--- src/usb_ep_pkg.sv ---
`default_nettype none
package usb_ep_pkg;
  // Register map on the Wishbone slave, byte addresses.
  localparam int ADR_W = 8;
  localparam logic [7:0] REG_MODE_OFS = 8'h00;
  localparam logic [7:0] REG_CNT_OFS = 8'h04;
  localparam logic [7:0] BUF_BASE = 8'h40;
  localparam int REG_EP_LSB = 4;
  localparam int REG_KIND_LSB = 2;
  localparam int BUF_EP_LSB = 5;
  localparam int BUF_IDX_LSB = 2;
  localparam int BUF_IDX_W = 3;
  localparam logic [1:0] KIND_MODE = 2'h0;
  localparam logic [1:0] KIND_CNT = 2'h1;

  // Endpoint addressing and packet framing.
  localparam int EP_W = 2;
  localparam int CRC_BYTES = 2;
  localparam int CNT_W = 6;
  localparam logic [CNT_W-1:0] ZLP_CNT = 6'h02;

  // Mode register fields.
  localparam int MB_STALL = 7;
  localparam int MB_SETUP = 7;
  localparam int MB_IN = 6;
  localparam int MB_OUT = 5;
  localparam int MB_ACK = 4;
  localparam logic [7:0] MODE_RST = 8'h00;
  localparam logic [7:0] NONCTL_MASK = 8'h9f;

  // Count register fields.
  localparam int CB_TOG = 7;
  localparam int CB_DVAL = 6;
  localparam logic [7:0] CNT_RST = 8'h00;

  // Endpoint modes.
  localparam logic [3:0] M_DISABLED = 4'h0;
  localparam logic [3:0] M_NAK_IO = 4'h1;
  localparam logic [3:0] M_ST_OUT_ONLY = 4'h2;
  localparam logic [3:0] M_STALL_IO = 4'h3;
  localparam logic [3:0] M_IGNORE_IO = 4'h4;
  localparam logic [3:0] M_ISO_OUT = 4'h5;
  localparam logic [3:0] M_ST_IN_ONLY = 4'h6;
  localparam logic [3:0] M_NAK_OUT = 4'h8;
  localparam logic [3:0] M_ACK_OUT = 4'h9;
  localparam logic [3:0] M_NAK_OUT_ST_IN = 4'ha;
  localparam logic [3:0] M_ACK_OUT_ST_IN = 4'hb;
  localparam logic [3:0] M_NAK_IN = 4'hc;
  localparam logic [3:0] M_ACK_IN = 4'hd;
  localparam logic [3:0] M_NAK_IN_ST_OUT = 4'he;
  localparam logic [3:0] M_ACK_IN_ST_OUT = 4'hf;

  // Token kinds from the serial_interface_engine and handshake codes to it.
  localparam logic [1:0] PID_OUT = 2'h0;
  localparam logic [1:0] PID_IN = 2'h1;
  localparam logic [1:0] PID_SETUP = 2'h2;
  localparam logic [1:0] HS_ACK = 2'h0;
  localparam logic [1:0] HS_NAK = 2'h1;
  localparam logic [1:0] HS_STALL = 2'h2;

  typedef enum logic [1:0] {ST_IDLE, ST_RX, ST_TX, ST_WAIT} state_t;
endpackage
`default_nettype wire

--- src/usb_endpoint_response_engine.sv ---
// Function
// - Only valid transactions are answered; invalid ones get no response at all.
// - Completed valid transactions other than a stalled IN in mode 1001, and corrupted OUT/SETUP buffers, raise an endpoint event.
// - Data is valid when count including CRC is at most size plus two, CRC good.
// - OUT endpoints ignore IN tokens, except mode 1001 stalls them when stall-select is set; IN endpoints ignore OUT tokens.
// - IN/OUT flags update at transaction end; SETUP flag at data phase start.
// - Endpoint 0 mode and count lock after an ACK; a CPU read of an endpoint 0 register unlocks them.
// - Valid SETUP: store, update count, set flags, mode 0001, ACK, event.
// - Mode 0001 NAKs IN and OUT, mode 1110 NAKs IN; flag and event.
// - Mode 0011 stalls IN and OUT, sets flag, raises event, mode kept.
// - Mode 1011 valid OUT: store, flags, ACK, mode 1010, event.
// - Modes 1011, 1010, 0110 answer IN with zero-length data; in, ack, event.
// - Modes 1010, 1000 NAK valid OUT with event; invalid OUT ignored silently.
// - Mode 0110 stalls valid OUT, sets out flag, mode 0011, event.
// - Modes 1111, 1110, 0010: two-byte OUT, toggle 1 ACKs, toggle 0 stalls.
// - Same modes: other-length valid OUT updates count, stalls, mode 0011, event.
// - Mode 1111 IN sends data; on host ACK set flags, mode 1110, event.
// - Mode 0010 stalls IN, sets in flag, mode 0011, event.
// - Mode 1001 valid OUT stored, ACK, mode 1000, event; IN ignored or stalled.
// - Mode 1101 IN sends data or stall; in, ack, mode 1100, event.
// - All endpoints reset to disabled mode 0000 until firmware writes another.
// - Stall-select is bit 7 of each non-control endpoint mode register.
//
// The Wishbone interface to the registers and the register addresses were chosen for this implementation.
`timescale 1ns/10ps
`default_nettype none
module usb_endpoint_response_engine #(
  parameter int NUM_EP = 3,
  parameter int EP_SIZE = 8
) (
  input wire logic clk_sys,
  input wire logic rst,
  input wire logic wb_cyc_i,
  input wire logic wb_stb_i,
  input wire logic wb_we_i,
  input wire logic [3:0] wb_sel_i,
  input wire logic [usb_ep_pkg::ADR_W-1:0] wb_adr_i,
  input wire logic [31:0] wb_dat_i,
  output logic [31:0] wb_dat_o,
  output logic wb_ack_o,
  input wire logic tok_valid,
  input wire logic [1:0] tok_pid,
  input wire logic [usb_ep_pkg::EP_W-1:0] tok_ep,
  input wire logic tok_addr_ok,
  input wire logic rx_byte_valid,
  input wire logic [7:0] rx_byte,
  input wire logic rx_end,
  input wire logic rx_crc_ok,
  input wire logic rx_toggle,
  input wire logic host_ack,
  input wire logic host_timeout,
  output logic hs_valid,
  output logic [1:0] hs_code,
  input wire logic tx_ready,
  output logic tx_valid,
  output logic [7:0] tx_data,
  output logic tx_last,
  output logic tx_zero,
  output logic tx_toggle,
  output logic [NUM_EP-1:0] ep_event
);
  import usb_ep_pkg::*;

  localparam int BUF_N = NUM_EP * EP_SIZE;
  localparam int BI_W = $clog2(BUF_N);
  localparam logic [CNT_W-1:0] MAX_RX = CNT_W'(EP_SIZE + CRC_BYTES);

  logic [7:0] mode_r [NUM_EP];
  logic [7:0] cnt_r [NUM_EP];
  logic [7:0] buf_r [BUF_N];
  state_t st_r;
  logic [EP_W-1:0] ep_r;
  logic setup_r, act_r, store_r, lock_r, tz_r;
  logic [CNT_W-1:0] rxn_r;
  logic [3:0] txn_r, txlen_r;
  logic pend_mchg_r;
  logic [3:0] pend_mode_r;

  // Flat buffer index of one byte of one endpoint; shared by USB and CPU paths.
  function automatic logic [BI_W-1:0] buf_index(input logic [EP_W-1:0] ep,
                                                input logic [3:0] idx);
    buf_index = BI_W'(int'(ep) * EP_SIZE + int'(idx));
  endfunction

  // Applies token status flags and a mode change; only endpoint 0 keeps in/out flags.
  function automatic logic [7:0] mode_apply(input logic [7:0] m, input logic ctl,
                                            input logic si, input logic so,
                                            input logic sa, input logic mc,
                                            input logic [3:0] nm);
    logic [7:0] r;
    r = m;
    if (ctl && si) r[MB_IN] = 1'b1;
    if (ctl && so) r[MB_OUT] = 1'b1;
    if (sa) r[MB_ACK] = 1'b1;
    if (mc) r[3:0] = nm;
    mode_apply = r;
  endfunction

  // Token qualification: bad address or nonexistent endpoint draws no response at all.
  logic tok_ok;
  logic [EP_W-1:0] tsel;
  logic [3:0] tmode;
  logic tstall;
  assign tok_ok = tok_valid && tok_addr_ok && (int'(tok_ep) < NUM_EP) && (st_r == ST_IDLE);
  assign tsel = tok_ok ? tok_ep : '0;
  assign tmode = mode_r[tsel][3:0];
  assign tstall = (tsel != '0) && mode_r[tsel][MB_STALL];

  // Modes that answer a SETUP token.
  logic setup_acc;
  always_comb begin
    case (tmode)
      M_NAK_IO, M_ST_OUT_ONLY, M_STALL_IO, M_IGNORE_IO, M_ST_IN_ONLY,
      M_NAK_OUT_ST_IN, M_ACK_OUT_ST_IN, M_NAK_IN_ST_OUT, M_ACK_IN_ST_OUT: setup_acc = 1'b1;
      default: setup_acc = 1'b0;
    endcase
  end

  // Transaction decisions. Everything that changes endpoint state goes through e_*, except the setup flag (setup_set).
  logic e_mwe, e_cwe, e_int, e_send, e_acked;
  logic [EP_W-1:0] e_ep;
  logic [7:0] e_mval, e_cval;
  logic [1:0] e_code;
  logic i_tx, i_zero, i_mchg;
  logic [3:0] i_mode;
  logic valid_rx;
  logic [3:0] cm;
  logic si, so, sa, mc, dv, upd;
  logic [3:0] nm;
  assign valid_rx = rx_crc_ok && (rxn_r <= MAX_RX);
  assign cm = mode_r[ep_r][3:0];

  always_comb begin
    e_ep = ep_r;
    e_mwe = 1'b0;
    e_cwe = 1'b0;
    e_int = 1'b0;
    e_send = 1'b0;
    e_code = HS_ACK;
    e_acked = 1'b0;
    i_tx = 1'b0;
    i_zero = 1'b0;
    i_mchg = 1'b0;
    i_mode = tmode;
    si = 1'b0;
    so = 1'b0;
    sa = 1'b0;
    mc = 1'b0;
    nm = cm;
    dv = 1'b0;
    upd = 1'b0;
    case (st_r)
      ST_IDLE: begin
        e_ep = tsel;
        nm = tmode;
        if (tok_ok && tok_pid == PID_IN) begin
          case (tmode)
            M_NAK_IO, M_NAK_IN_ST_OUT: begin
              e_send = 1'b1;
              e_code = HS_NAK;
              si = 1'b1;
            end
            M_STALL_IO: begin
              e_send = 1'b1;
              e_code = HS_STALL;
              si = 1'b1;
            end
            M_ST_OUT_ONLY: begin
              e_send = 1'b1;
              e_code = HS_STALL;
              si = 1'b1;
              mc = 1'b1;
              nm = M_STALL_IO;
            end
            M_ACK_OUT_ST_IN, M_NAK_OUT_ST_IN, M_ST_IN_ONLY: begin
              i_tx = 1'b1;
              i_zero = 1'b1;
            end
            M_ACK_IN_ST_OUT: begin
              i_tx = 1'b1;
              i_mchg = 1'b1;
              i_mode = M_NAK_IN_ST_OUT;
            end
            M_ACK_IN: begin
              if (tstall) begin
                e_send = 1'b1;
                e_code = HS_STALL;
                si = 1'b1;
                sa = 1'b1;
                mc = 1'b1;
                nm = M_NAK_IN;
              end else begin
                i_tx = 1'b1;
                i_mchg = 1'b1;
                i_mode = M_NAK_IN;
              end
            end
            M_ACK_OUT: begin
              e_send = tstall;
              e_code = HS_STALL;
            end
            default: ;
          endcase
          e_mwe = e_send;
          e_int = e_send && !(tmode == M_ACK_OUT);
        end
      end
      ST_RX: begin
        if (rx_end && act_r) begin
          if (setup_r) begin
            upd = 1'b1;
            dv = rx_crc_ok;
            e_int = 1'b1;
            if (valid_rx) begin
              e_send = 1'b1;
              sa = 1'b1;
              mc = 1'b1;
              nm = M_NAK_IO;
            end
          end else begin
            case (cm)
              M_NAK_IO: begin
                e_send = valid_rx;
                e_code = HS_NAK;
                so = valid_rx;
              end
              M_STALL_IO: begin
                e_send = valid_rx;
                e_code = HS_STALL;
                so = valid_rx;
              end
              M_ACK_OUT_ST_IN, M_ACK_OUT: begin
                upd = 1'b1;
                dv = rx_crc_ok;
                e_int = 1'b1;
                so = (cm == M_ACK_OUT_ST_IN);
                if (valid_rx) begin
                  e_send = 1'b1;
                  sa = 1'b1;
                  mc = 1'b1;
                  nm = (cm == M_ACK_OUT) ? M_NAK_OUT : M_NAK_OUT_ST_IN;
                end
              end
              M_NAK_OUT_ST_IN, M_NAK_OUT: begin
                e_send = valid_rx;
                e_code = HS_NAK;
                so = valid_rx;
              end
              M_ST_IN_ONLY: begin
                e_send = valid_rx;
                e_code = HS_STALL;
                so = valid_rx;
                mc = valid_rx;
                nm = M_STALL_IO;
              end
              M_ACK_IN_ST_OUT, M_NAK_IN_ST_OUT, M_ST_OUT_ONLY: begin
                if (valid_rx) begin
                  e_send = 1'b1;
                  upd = 1'b1;
                  dv = 1'b1;
                  so = 1'b1;
                  if (rxn_r == ZLP_CNT && rx_toggle) begin
                    sa = 1'b1;
                  end else begin
                    e_code = HS_STALL;
                    mc = 1'b1;
                    nm = M_STALL_IO;
                  end
                end
              end
              M_ISO_OUT: begin
                upd = 1'b1;
                dv = valid_rx;
                so = 1'b1;
                sa = 1'b1;
                e_int = 1'b1;
              end
              default: ;
            endcase
            e_int = e_int || e_send;
          end
          e_acked = e_send && (e_code == HS_ACK);
          e_mwe = e_send || e_int;
          e_cwe = upd;
        end
      end
      ST_WAIT: begin
        if (host_ack) begin
          si = 1'b1;
          sa = 1'b1;
          mc = pend_mchg_r;
          nm = pend_mode_r;
          e_mwe = 1'b1;
          e_int = 1'b1;
          e_acked = 1'b1;
        end
      end
      default: ;
    endcase
    e_mval = mode_apply(mode_r[e_ep], e_ep == '0, si, so, sa, mc, nm);
    e_cval = {rx_toggle, dv, rxn_r};
  end

  // Wishbone decode; answers in the cycle after the request is seen.
  logic wb_hit, a_is_buf, a_reg_ok, a_buf_ok, cpu_mwe, cpu_cwe, cpu_bwe, rd_ep0;
  logic [EP_W-1:0] a_ep, b_ep;
  logic [1:0] a_kind;
  logic [BUF_IDX_W-1:0] b_idx;
  logic [ADR_W-1:0] b_off;
  logic [BI_W-1:0] b_at;
  logic [7:0] rd_val;
  assign wb_hit = wb_cyc_i && wb_stb_i && !wb_ack_o;
  assign a_is_buf = (wb_adr_i >= BUF_BASE);
  assign a_ep = wb_adr_i[REG_EP_LSB +: EP_W];
  assign a_kind = wb_adr_i[REG_KIND_LSB +: 2];
  assign b_off = wb_adr_i - BUF_BASE;
  assign b_ep = b_off[BUF_EP_LSB +: EP_W];
  assign b_idx = b_off[BUF_IDX_LSB +: BUF_IDX_W];
  assign a_reg_ok = !a_is_buf && (int'(a_ep) < NUM_EP) && (wb_adr_i[1:0] == 2'h0)
                    && (wb_adr_i[7:REG_EP_LSB+EP_W] == '0)
                    && (a_kind == KIND_MODE || a_kind == KIND_CNT);
  assign a_buf_ok = a_is_buf && (int'(b_ep) < NUM_EP) && (int'(b_idx) < EP_SIZE)
                    && (b_off[7:BUF_EP_LSB+EP_W] == '0) && (b_off[1:0] == 2'h0);
  assign b_at = a_buf_ok ? buf_index(b_ep, 4'(b_idx)) : '0;
  assign cpu_mwe = wb_hit && wb_we_i && wb_sel_i[0] && a_reg_ok && a_kind == KIND_MODE
                   && !(a_ep == '0 && lock_r);
  assign cpu_cwe = wb_hit && wb_we_i && wb_sel_i[0] && a_reg_ok && a_kind == KIND_CNT
                   && !(a_ep == '0 && lock_r);
  assign cpu_bwe = wb_hit && wb_we_i && wb_sel_i[0] && a_buf_ok;
  assign rd_ep0 = wb_hit && !wb_we_i && a_reg_ok && a_ep == '0;

  // Read data mux; bits above the low byte and unmapped addresses read zero.
  always_comb begin
    rd_val = 8'h00;
    if (a_reg_ok && a_kind == KIND_MODE) begin
      rd_val = (a_ep == '0) ? mode_r[a_ep] : (mode_r[a_ep] & NONCTL_MASK);
    end else if (a_reg_ok) begin
      rd_val = cnt_r[a_ep];
    end else if (a_buf_ok) begin
      rd_val = buf_r[b_at];
    end
  end

  // Bus answer. Unmapped accesses are acknowledged and do nothing.
  always_ff @(posedge clk_sys or posedge rst) begin
    if (rst) begin
      wb_ack_o <= 1'b0;
      wb_dat_o <= 32'h0000_0000;
    end else begin
      wb_ack_o <= wb_hit;
      if (wb_hit && !wb_we_i) wb_dat_o <= {24'h00_0000, rd_val};
    end
  end

  // Setup flag rises at the first data byte of an accepted SETUP and is never locked.
  logic setup_set;
  assign setup_set = (st_r == ST_RX) && act_r && setup_r && ep_r == '0
                     && rx_byte_valid && rxn_r == '0;

  // Mode registers. Engine updates win over a CPU write in the same cycle.
  always_ff @(posedge clk_sys or posedge rst) begin
    if (rst) begin
      for (int i = 0; i < NUM_EP; i++) mode_r[i] <= MODE_RST;
    end else begin
      for (int i = 0; i < NUM_EP; i++) begin
        if (e_mwe && int'(e_ep) == i) begin
          mode_r[i] <= e_mval;
        end else if (cpu_mwe && int'(a_ep) == i) begin
          mode_r[i] <= (i == 0) ? wb_dat_i[7:0] : (wb_dat_i[7:0] & NONCTL_MASK);
        end
      end
      if (setup_set) mode_r[0][MB_SETUP] <= 1'b1;
    end
  end

  // Count registers: toggle, data-valid and received byte count including CRC.
  always_ff @(posedge clk_sys or posedge rst) begin
    if (rst) begin
      for (int i = 0; i < NUM_EP; i++) cnt_r[i] <= CNT_RST;
    end else begin
      for (int i = 0; i < NUM_EP; i++) begin
        if (e_cwe && int'(e_ep) == i) begin
          cnt_r[i] <= e_cval;
        end else if (cpu_cwe && int'(a_ep) == i) begin
          cnt_r[i] <= wb_dat_i[7:0];
        end
      end
    end
  end

  // Endpoint 0 interlock; a lock set in the same cycle as a read stays set.
  always_ff @(posedge clk_sys or posedge rst) begin
    if (rst) begin
      lock_r <= 1'b0;
    end else if (e_acked && e_ep == '0) begin
      lock_r <= 1'b1;
    end else if (rd_ep0) begin
      lock_r <= 1'b0;
    end
  end

  // Buffer storage. Bytes past the endpoint size are counted but not stored.
  always_ff @(posedge clk_sys or posedge rst) begin
    if (rst) begin
      for (int i = 0; i < BUF_N; i++) buf_r[i] <= 8'h00;
    end else begin
      if (st_r == ST_RX && store_r && rx_byte_valid && int'(rxn_r) < EP_SIZE) begin
        buf_r[buf_index(ep_r, rxn_r[3:0])] <= rx_byte;
      end else if (cpu_bwe) begin
        buf_r[b_at] <= wb_dat_i[7:0];
      end
    end
  end

  // Transaction sequencer.
  always_ff @(posedge clk_sys or posedge rst) begin
    if (rst) begin
      st_r <= ST_IDLE;
      ep_r <= '0;
      setup_r <= 1'b0;
      act_r <= 1'b0;
      store_r <= 1'b0;
      rxn_r <= '0;
      tz_r <= 1'b0;
      txlen_r <= 4'h0;
      pend_mchg_r <= 1'b0;
      pend_mode_r <= M_DISABLED;
    end else begin
      case (st_r)
        ST_IDLE: begin
          rxn_r <= '0;
          if (tok_ok) begin
            ep_r <= tok_ep;
            if (tok_pid == PID_IN) begin
              if (i_tx) begin
                st_r <= ST_TX;
                pend_mchg_r <= i_mchg;
                pend_mode_r <= i_mode;
                txlen_r <= (int'(cnt_r[tsel][3:0]) > EP_SIZE) ? 4'(EP_SIZE) : cnt_r[tsel][3:0];
                tz_r <= i_zero || cnt_r[tsel][3:0] == 4'h0;
              end
            end else if (tok_pid == PID_SETUP || tok_pid == PID_OUT) begin
              st_r <= ST_RX;
              setup_r <= (tok_pid == PID_SETUP);
              act_r <= (tok_pid == PID_OUT) || setup_acc;
              store_r <= (tok_pid == PID_SETUP) ? setup_acc :
                         (tmode == M_ACK_OUT_ST_IN || tmode == M_ACK_OUT || tmode == M_ISO_OUT);
            end
          end
        end
        ST_RX: begin
          if (rx_byte_valid && rxn_r != '1) rxn_r <= rxn_r + 1'b1;
          if (rx_end) st_r <= ST_IDLE;
        end
        ST_TX: begin
          if (tz_r || (tx_valid && tx_ready && tx_last)) st_r <= ST_WAIT;
        end
        ST_WAIT: begin
          if (host_ack || host_timeout) st_r <= ST_IDLE;
        end
        default: st_r <= ST_IDLE;
      endcase
    end
  end

  // Transmit stream from the endpoint buffer, paced by tx_ready.
  always_ff @(posedge clk_sys or posedge rst) begin
    if (rst) begin
      tx_valid <= 1'b0;
      tx_data <= 8'h00;
      tx_last <= 1'b0;
      tx_zero <= 1'b0;
      tx_toggle <= 1'b0;
      txn_r <= 4'h0;
    end else begin
      tx_zero <= (st_r == ST_TX) && tz_r;
      if (st_r == ST_IDLE) begin
        txn_r <= 4'h0;
        tx_toggle <= cnt_r[tsel][CB_TOG];
      end
      if (tx_valid && tx_ready && tx_last) begin
        tx_valid <= 1'b0;
        tx_last <= 1'b0;
      end else if (st_r == ST_TX && !tz_r && (!tx_valid || tx_ready) && txn_r < txlen_r) begin
        tx_valid <= 1'b1;
        tx_data <= buf_r[buf_index(ep_r, txn_r)];
        tx_last <= (txn_r == txlen_r - 4'h1);
        txn_r <= txn_r + 4'h1;
      end
    end
  end

  // Handshake and endpoint event pulses, one cycle each.
  always_ff @(posedge clk_sys or posedge rst) begin
    if (rst) begin
      hs_valid <= 1'b0;
      hs_code <= HS_ACK;
      ep_event <= '0;
    end else begin
      hs_valid <= e_send;
      if (e_send) hs_code <= e_code;
      for (int i = 0; i < NUM_EP; i++) ep_event[i] <= e_int && int'(e_ep) == i;
    end
  end
endmodule
`default_nettype wire

--- config.mk ---
export PLATFORM = sky130hd
export DESIGN_NAME = usb_endpoint_response_engine
export DESIGN_NICKNAME = d
export VERILOG_FILES = /design/src/usb_ep_pkg.sv /design/src/usb_endpoint_response_engine.sv
export SDC_FILE = /design/constraint.sdc
export NUM_CORES = 1
export LEC_CHECK = 0
export ABC_AREA = 1
export BUFFER_PORTS_ARGS = -buffer_cell sky130_fd_sc_hd__buf_2
export CORE_MARGIN = 8
export CORE_UTILIZATION = 28
export DETAILED_ROUTE_END_ITERATION = 6
export GPL_ROUTABILITY_DRIVEN = 0
export PLACE_DENSITY = 0.47
export SYNTH_ARGS = -nofsm -noshare
export SYNTH_HDL_FRONTEND = slang
export SYNTH_SLANG_ARGS = --single-unit
--- constraint.sdc ---
create_clock -name clk_sys -period 8 [get_ports clk_sys]
set_input_delay 0.4 -clock clk_sys [delete_from_list [all_inputs] [get_ports clk_sys]]
set_output_delay 0.4 -clock clk_sys [all_outputs]
set_load 0.005 [all_outputs]
==> results of run 1 <==
==> kinds of logic (layout without fill, tap and decap cells) <==
family	after synthesis	count (layout)
simple gates	941	941
compound gates	853	853
buf+inv	611	621
flops	295	295
mux	38	38
fa+ha+maj	18	18
xor+xnor	5	5
other cells	1	24
==> registers in the layout, indices dropped and copies added (netlist names), 6 cells and up <==
| register | count |
|---|---|
| buf_r | 192 |
| cnt_r | 24 |
| mode_r | 24 |
| rxn_r | 6 |
| tx_data | 8 |
| wb_dat_o | 8 |
==> worst reg2reg max path, stage by stage (launching register included) <==
cell      delay [ns]
dfrtp_1         0.40
inv_1           0.11
ha_1            0.46
nand2_1         0.12
inv_2           0.11
nand4_2         0.47
buf_4           0.46
nor2_1          0.75
clkinv_1        1.07
o22ai_1         0.45
o21ai_0         0.13
inv_1           0.09
==> power by group <==
part	leakage, nW	internal [mW]	switching [mW]
clock network	0.609	1.05	0.729
registers	3.37	1.73	0.192
logic	5.90	0.541	1.51
total	9.87	3.32	2.43
==> metrics by stage <==
| step | hold WS [ns] | power [mW] | util (%) | area, um^2 | worst slack (ns) |
|---|---|---|---|---|---|
| 2_1_floorplan | 0.448 | 3.17 | - | 19800 | 3.68 |
| 3_3_place_gp | 0.445 | 3.93 | 29.8 | 20800 | 3.52 |
| 3_5_place_dp | 0.449 | 3.95 | 29.8 | 20800 | 3.48 |
| 4_1_cts | 0.0547 | 5.74 | 31.6 | 22100 | 3.47 |
| 5_1_grt | 0.0969 | 6.03 | 31.6 | 22100 | 3.17 |
| 6_report | 0.0301 | 5.75 | 31.6 | 22100 | 3.32 |
==> final timing paths <==
path	start	endpoint	depth (start not counted)
max in group asynchronous	rst	buf_r[113]	3
worst min-delay path	rst	buf_r[187]	2
worst max register to register	st_r[1]	buf_r[99]	11
min in group clk_sys	wb_stb_i	wb_ack_o	3
worst min register to register	wb_ack_o	wb_ack_o	1
worst max-delay path	st_r[1]	buf_r[99]	11
==> metal layers <==
metal / vias up / global-route usage, %
li1: 9327 / -
met1: 9887 / 28.2
met2: 1027 / 32.5
met3: 216 / 3.81
met4: 2 / 9.60
met5: - / 0
==> cells in the final DEF (no fill, tap or decap), types with 39 or more instances in the layout <==
| master | n |
|---|---|
| buf_2 | 69 |
| o21ai_0 | 291 |
| clkbuf_16 | 39 |
| a21oi_1 | 156 |
| nor2_1 | 204 |
| inv_2 | 40 |
| nand3_1 | 163 |
| inv_1 | 404 |
| nand2_1 | 479 |
| o22ai_1 | 206 |
| dfrtp_1 | 293 |
==> layout make-up <==
| cell class | instances | area [um^2] |
|---|---|---|
| repair buffers | 95 | 553 |
| inverters | 459 | 1730 |
| fillers | 7621 | 47800 |
| clock buffers | 57 | 1100 |
| flip-flops and latches | 295 | 7390 |
| multi-input cells | 1879 | 9990 |
| well taps | 940 | 1180 |
| clock inverters | 10 | 133 |
==> run_results.csv, run 1 <==
group,metric,value,unit
worst_hold_path,min-delay-path-class,"primary input to asynchronous set/reset pin",
clock_network,post-cts-setup-buffers,0,
synthesis,synth_top_family_by_area,"compound AO/OA/AOI/OAI gates",
worst_setup_path,r2r_slack,3.32,ns
drt,via_per_inst,5.48,
clock_network,cts_root_buffer,"clkbuf_16",
sta,max_freq,0.214,GHz
drt,vias,20500,
clock_network,htree_levels,2,
final_layout,final_cell_count_no_fill,3735,
synthesis,syn_area,19700,um^2
sta,period_needed,4.68,ns
sta,clock_skew,0.0254,ns
global_route,grt_max_degree,146,
clock_network,cts.repair.resized,0,
global_route,grt_pass1_wl,127000,um
drt,routed.top_layer,"met5",
sta,fin_crit_sh,58.5,%
floorplanning,die-area,79200,um^2
clock_network,hold_buffers,0,
worst_setup_path,cpMostUsedCell,"inv_1",
clock_network,numCtsBuffers,38,
drt,drcViolationCount,0,
placed_design,dp.cells,3668,
floorplanning,start_util,28.2,%
synthesis,synth_area_leaders,"dfrtp_1, nand2_1, inv_1",
worst_setup_path,critPathLaunchType,"flop",
synthesis,synth_cells,2762,
worst_setup_path,cp_slowest_cell,"clkinv_1",
sta,setup_tns,0,ns
worst_setup_path,crit_type,"flop to flop",
synthesis,yosysTopAreaCell,"dfrtp_1",
drt,drtIter0Drc,2114,
synthesis,synth_xor_area_share,0.222,%
drt,drtAntennaViolNets,0,
sta,hold_viol,0,
synthesis,synth.most_common_cell,"nand2_1",
clock_network,tritoncts,"built",
synthesis,synth_common_cells,"nand2_1, inv_1, dfrtp_1",
global_route,antenna_found_initial,1,
worst_setup_path,end_kind,"flop",
worst_setup_path,cp_max_fo,17,
drt,wl,85800,um
drt,wl_per_cell,23.0,um
worst_setup_path,cp_data_required_time,8.51,ns
final_layout,areaGrowthSynthToFinish,11.9,%
clock_network,clockBufferDepth,3,
sta,worst_pin_slew,1.32,ns
synthesis,synthMuxAreaShare,2.03,%
synthesis,ys_ff_latch,295,
drt,met3WireLength,7040,um
placed_design,dpl.hpwl,58200,um
sta,setup_viol,0,
synthesis,async_reset_ff_share,100,%
synthesis,seq_area_frac_synth,37.4,%
sta,rsz0062_at_grt,"no",
synthesis,synthSimpleGateAreaFrac,20.5,%
clock_network,cts_sinks,295,
power_and_ir_drop,pwr_density_cell,260,nW/um^2
synthesis,yosysWarningCount,0,
synthesis,synth_compound_area_share,26.2,%
final_layout,drive_above_1_share,10.1,%
global_route,grt_util_all_layers,21.0,%
worst_setup_path,critPathMaxStageDelay,1.06,ns
floorplanning,die_h,281,um
power_and_ir_drop,power.leakage,9.87,nW
synthesis,syn_area_per_cell,7.14,um^2
sta,slew_violations,0,
final_layout,fin_nets,2856,
clock_network,path_clk_slew,0.06,ns
global_route,grt.overflow.total,0,
floorplanning,ios,121,
floorplanning,fp.coreArea,69900,um^2
synthesis,synth_edf_count,0,
floorplanning,rows,97,
worst_setup_path,worstPathCellList,"inv_1, ha_1, nand2_1, inv_2, nand4_2, buf_4, nor2_1, clkinv_1, o22ai_1, o21ai_0, inv_1",
drt,dr.pass1.iters,7,
drt,drt-met1-wl,36500,um
placed_design,portBuffers,69,
job,drv_cap,0,
synthesis,synth_fa_ha_area_share,1.14,%
final_layout,diodes,0,
run_status,status,"finished clean",
worst_setup_path,arrival,5.20,ns
global_route,grt_pass1_vias,19700,
sta,relSlewSlack,11.9,%
drt,dr_wl_met2,38000,um
synthesis,synth_cell_types,63,
synthesis,ys.flop_type,"dfrtp_1",
synthesis,synth_top_cell_area_share,37.4,%
floorplanning,die_width,281,um
power_and_ir_drop,ir_drop,0.147,mV
clock_network,clk_latency,0.58,ns
worst_setup_path,path_delay_family,"buffers and inverters",
worst_setup_path,path_buf_inv,5,
Note: power is estimated with default switching activity, not from simulation.
==> run 2, diff against run 1 <==
==> constraint.sdc (replaced) <==
create_clock -name clk_sys -period 4.3 [get_ports clk_sys]
set_input_delay 0.215 -clock clk_sys [delete_from_list [all_inputs] [get_ports clk_sys]]
set_output_delay 0.215 -clock clk_sys [all_outputs]
set_load 0.005 [all_outputs]
==> run 2 against run 1 <==
  * Core utilization is 0.79 points higher
  * Critical path type unchanged
  * Global-route usage rose by 0.092 points
  * Register-to-register slack worse by 2.5 ns
  * Largest cell class unchanged
==> run_results.csv, run 2 (synthesized netlist as in run 1, its figures left out) <==
group,metric,value,unit
run_status,status,"finished clean",
sta,fin_hold_ws,0.0236,ns
worst_hold_path,min-delay-path-class,"primary input to flop",
drt,drtIter0Drc,2188,
clock_network,htree_levels,2,
floorplanning,ios,121,
clock_network,clk_latency,0.58,ns
drt,wl,86000,um
final_layout,fin_nets,2909,
global_route,grt_pass1_vias,19800,
job,drv_cap,0,
power_and_ir_drop,power,10.9,mW
final_layout,final_common_cell,"nand2_1",
clock_network,post-cts-setup-buffers,0,
sta,setup_tns,0,ns
final_layout,final_cell_mix,"nand2_1, inv_1, dfrtp_1, o21ai_0, o22ai_1",
placed_design,dpl.hpwl,60600,um
floorplanning,die_h,281,um
final_layout,areaGrowthSynthToFinish,14.6,%
power_and_ir_drop,pwr_density_cell,480,nW/um^2
floorplanning,fp.coreArea,69900,um^2
final_layout,largest-register,"buf_r",
sta,worst_pin_slew,1.18,ns
floorplanning,die-area,79200,um^2
placed_design,dp.cells,3701,
worst_setup_path,end_kind,"flop",
placed_design,portBuffers,69,
final_layout,nFillCells,7603,
drt,drtAntennaViolNets,0,
clock_network,hold_buffers,20,
clock_network,cts_sinks,295,
sta,relSlewSlack,21.4,%
sta,slew_violations,0,
power_and_ir_drop,power.leakage,10.2,nW
clock_network,path_clk_slew,0.06,ns
power_and_ir_drop,ir_drop,0.264,mV
final_layout,final_core_util,32.4,%
drt,dr.pass1.iters,6,
sta,rsz0062_at_grt,"no",
drt,wl_per_cell,22.7,um
global_route,antenna_found_initial,3,
worst_setup_path,cp_data_required_time,4.79,ns
final_layout,final_cell_count_no_fill,3791,
global_route,grt.overflow.total,0,
final_layout,largestRegisters,"buf_r (192), cnt_r (24), mode_r (24)",
final_layout,drive_above_1_share,11.4,%
sta,clock_skew,0.0229,ns
drt,drcViolationCount,0,
sta,period_needed,3.52,ns
global_route,grt_pass1_wl,128000,um
sta,setup_viol,0,
clock_network,clockBufferDepth,3,
sta,fin_crit_sh,82.0,%
worst_setup_path,critPathLaunchType,"flop",
worst_setup_path,arrival,4.02,ns
clock_network,cts_root_buffer,"clkbuf_16",
worst_setup_path,crit_type,"flop to flop",
clock_network,numCtsBuffers,38,
global_route,grt_max_degree,142,
clock_network,tritoncts,"built",
floorplanning,start_util,28.2,%
drt,via_per_inst,5.44,
floorplanning,rows,97,
sta,max_freq,0.284,GHz
sta,hold_viol,0,
floorplanning,die_width,281,um
drt,vias,20600,
global_route,grt_util_all_layers,21.1,%
clock_network,cts.repair.resized,0,
final_layout,largest_reg_flops,192,
worst_setup_path,cp_max_fo,22,
[run 2: layout make-up]
class / instances / area, um^2 / share of cell area, %
diodes: 1 / 2.50 / 0.0111
clock buffers: 54 / 1170 / 5.19
clock inverters: 15 / 131 / 0.581
inverters: 459 / 1730 / 7.64
multi-input cells: 1879 / 9990 / 44.2
flip-flops and latches: 295 / 7390 / 32.7
well taps: 940 / 1180 / 5.20
repair buffers: 148 / 1030 / 4.54
[run 2: final timing paths]
path,start,end,slack [ns],depth (start not counted)
worst max-delay path,st_r[1],buf_r[133],0.78,12
worst min-delay path,rx_byte[4],buf_r[108],0.02,3
worst max register to register,st_r[1],buf_r[133],0.78,12
worst min register to register,wb_ack_o,wb_ack_o,0.46,1
max in group asynchronous,rst,buf_r[51],2.78,4
min in group asynchronous,rst,lock_r,0.29,3
[run 2: power breakdown]
group          switching, mW  leakage [nW]  total [mW]  internal [mW]
clock network           1.37         0.657        3.40           2.02
registers              0.359          3.37        3.58           3.22
logic                   2.81          6.15        3.88           1.07
[run 2: metal layers]
| metal | track usage (%) | wire (um) | vias up |
|---|---|---|---|
| met3 | 3.88 | 6670 | 231 |
| met4 | 10.0 | 4360 | 4 |
| met5 | 0 | 27 | - |
| li1 | - | - | 9446 |
| met2 | 33.1 | 38500 | 1008 |
| met1 | 27.8 | 36400 | 9931 |
[run 2: worst max-delay path, cell delays in order, from the launching register on]
cell and delay (ns):
dfrtp_1 0.40, inv_1 0.11, ha_1 0.15, buf_4 0.19
nand2_1 0.08, inv_2 0.08, nand4_2 0.17, buf_4 0.33
nor2_1 0.13, buf_4 0.21, clkinv_1 0.81, o22ai_1 0.56
mux2_1 0.19
[run 2: stage by stage]
stage	area, um^2	setup WS [ns]
after floorplan	19800	0.168
after global placement	21100	0.925
after detailed placement	21100	0.916
after CTS	22600	0.903
after global routing	22600	0.602
final	22600	0.775
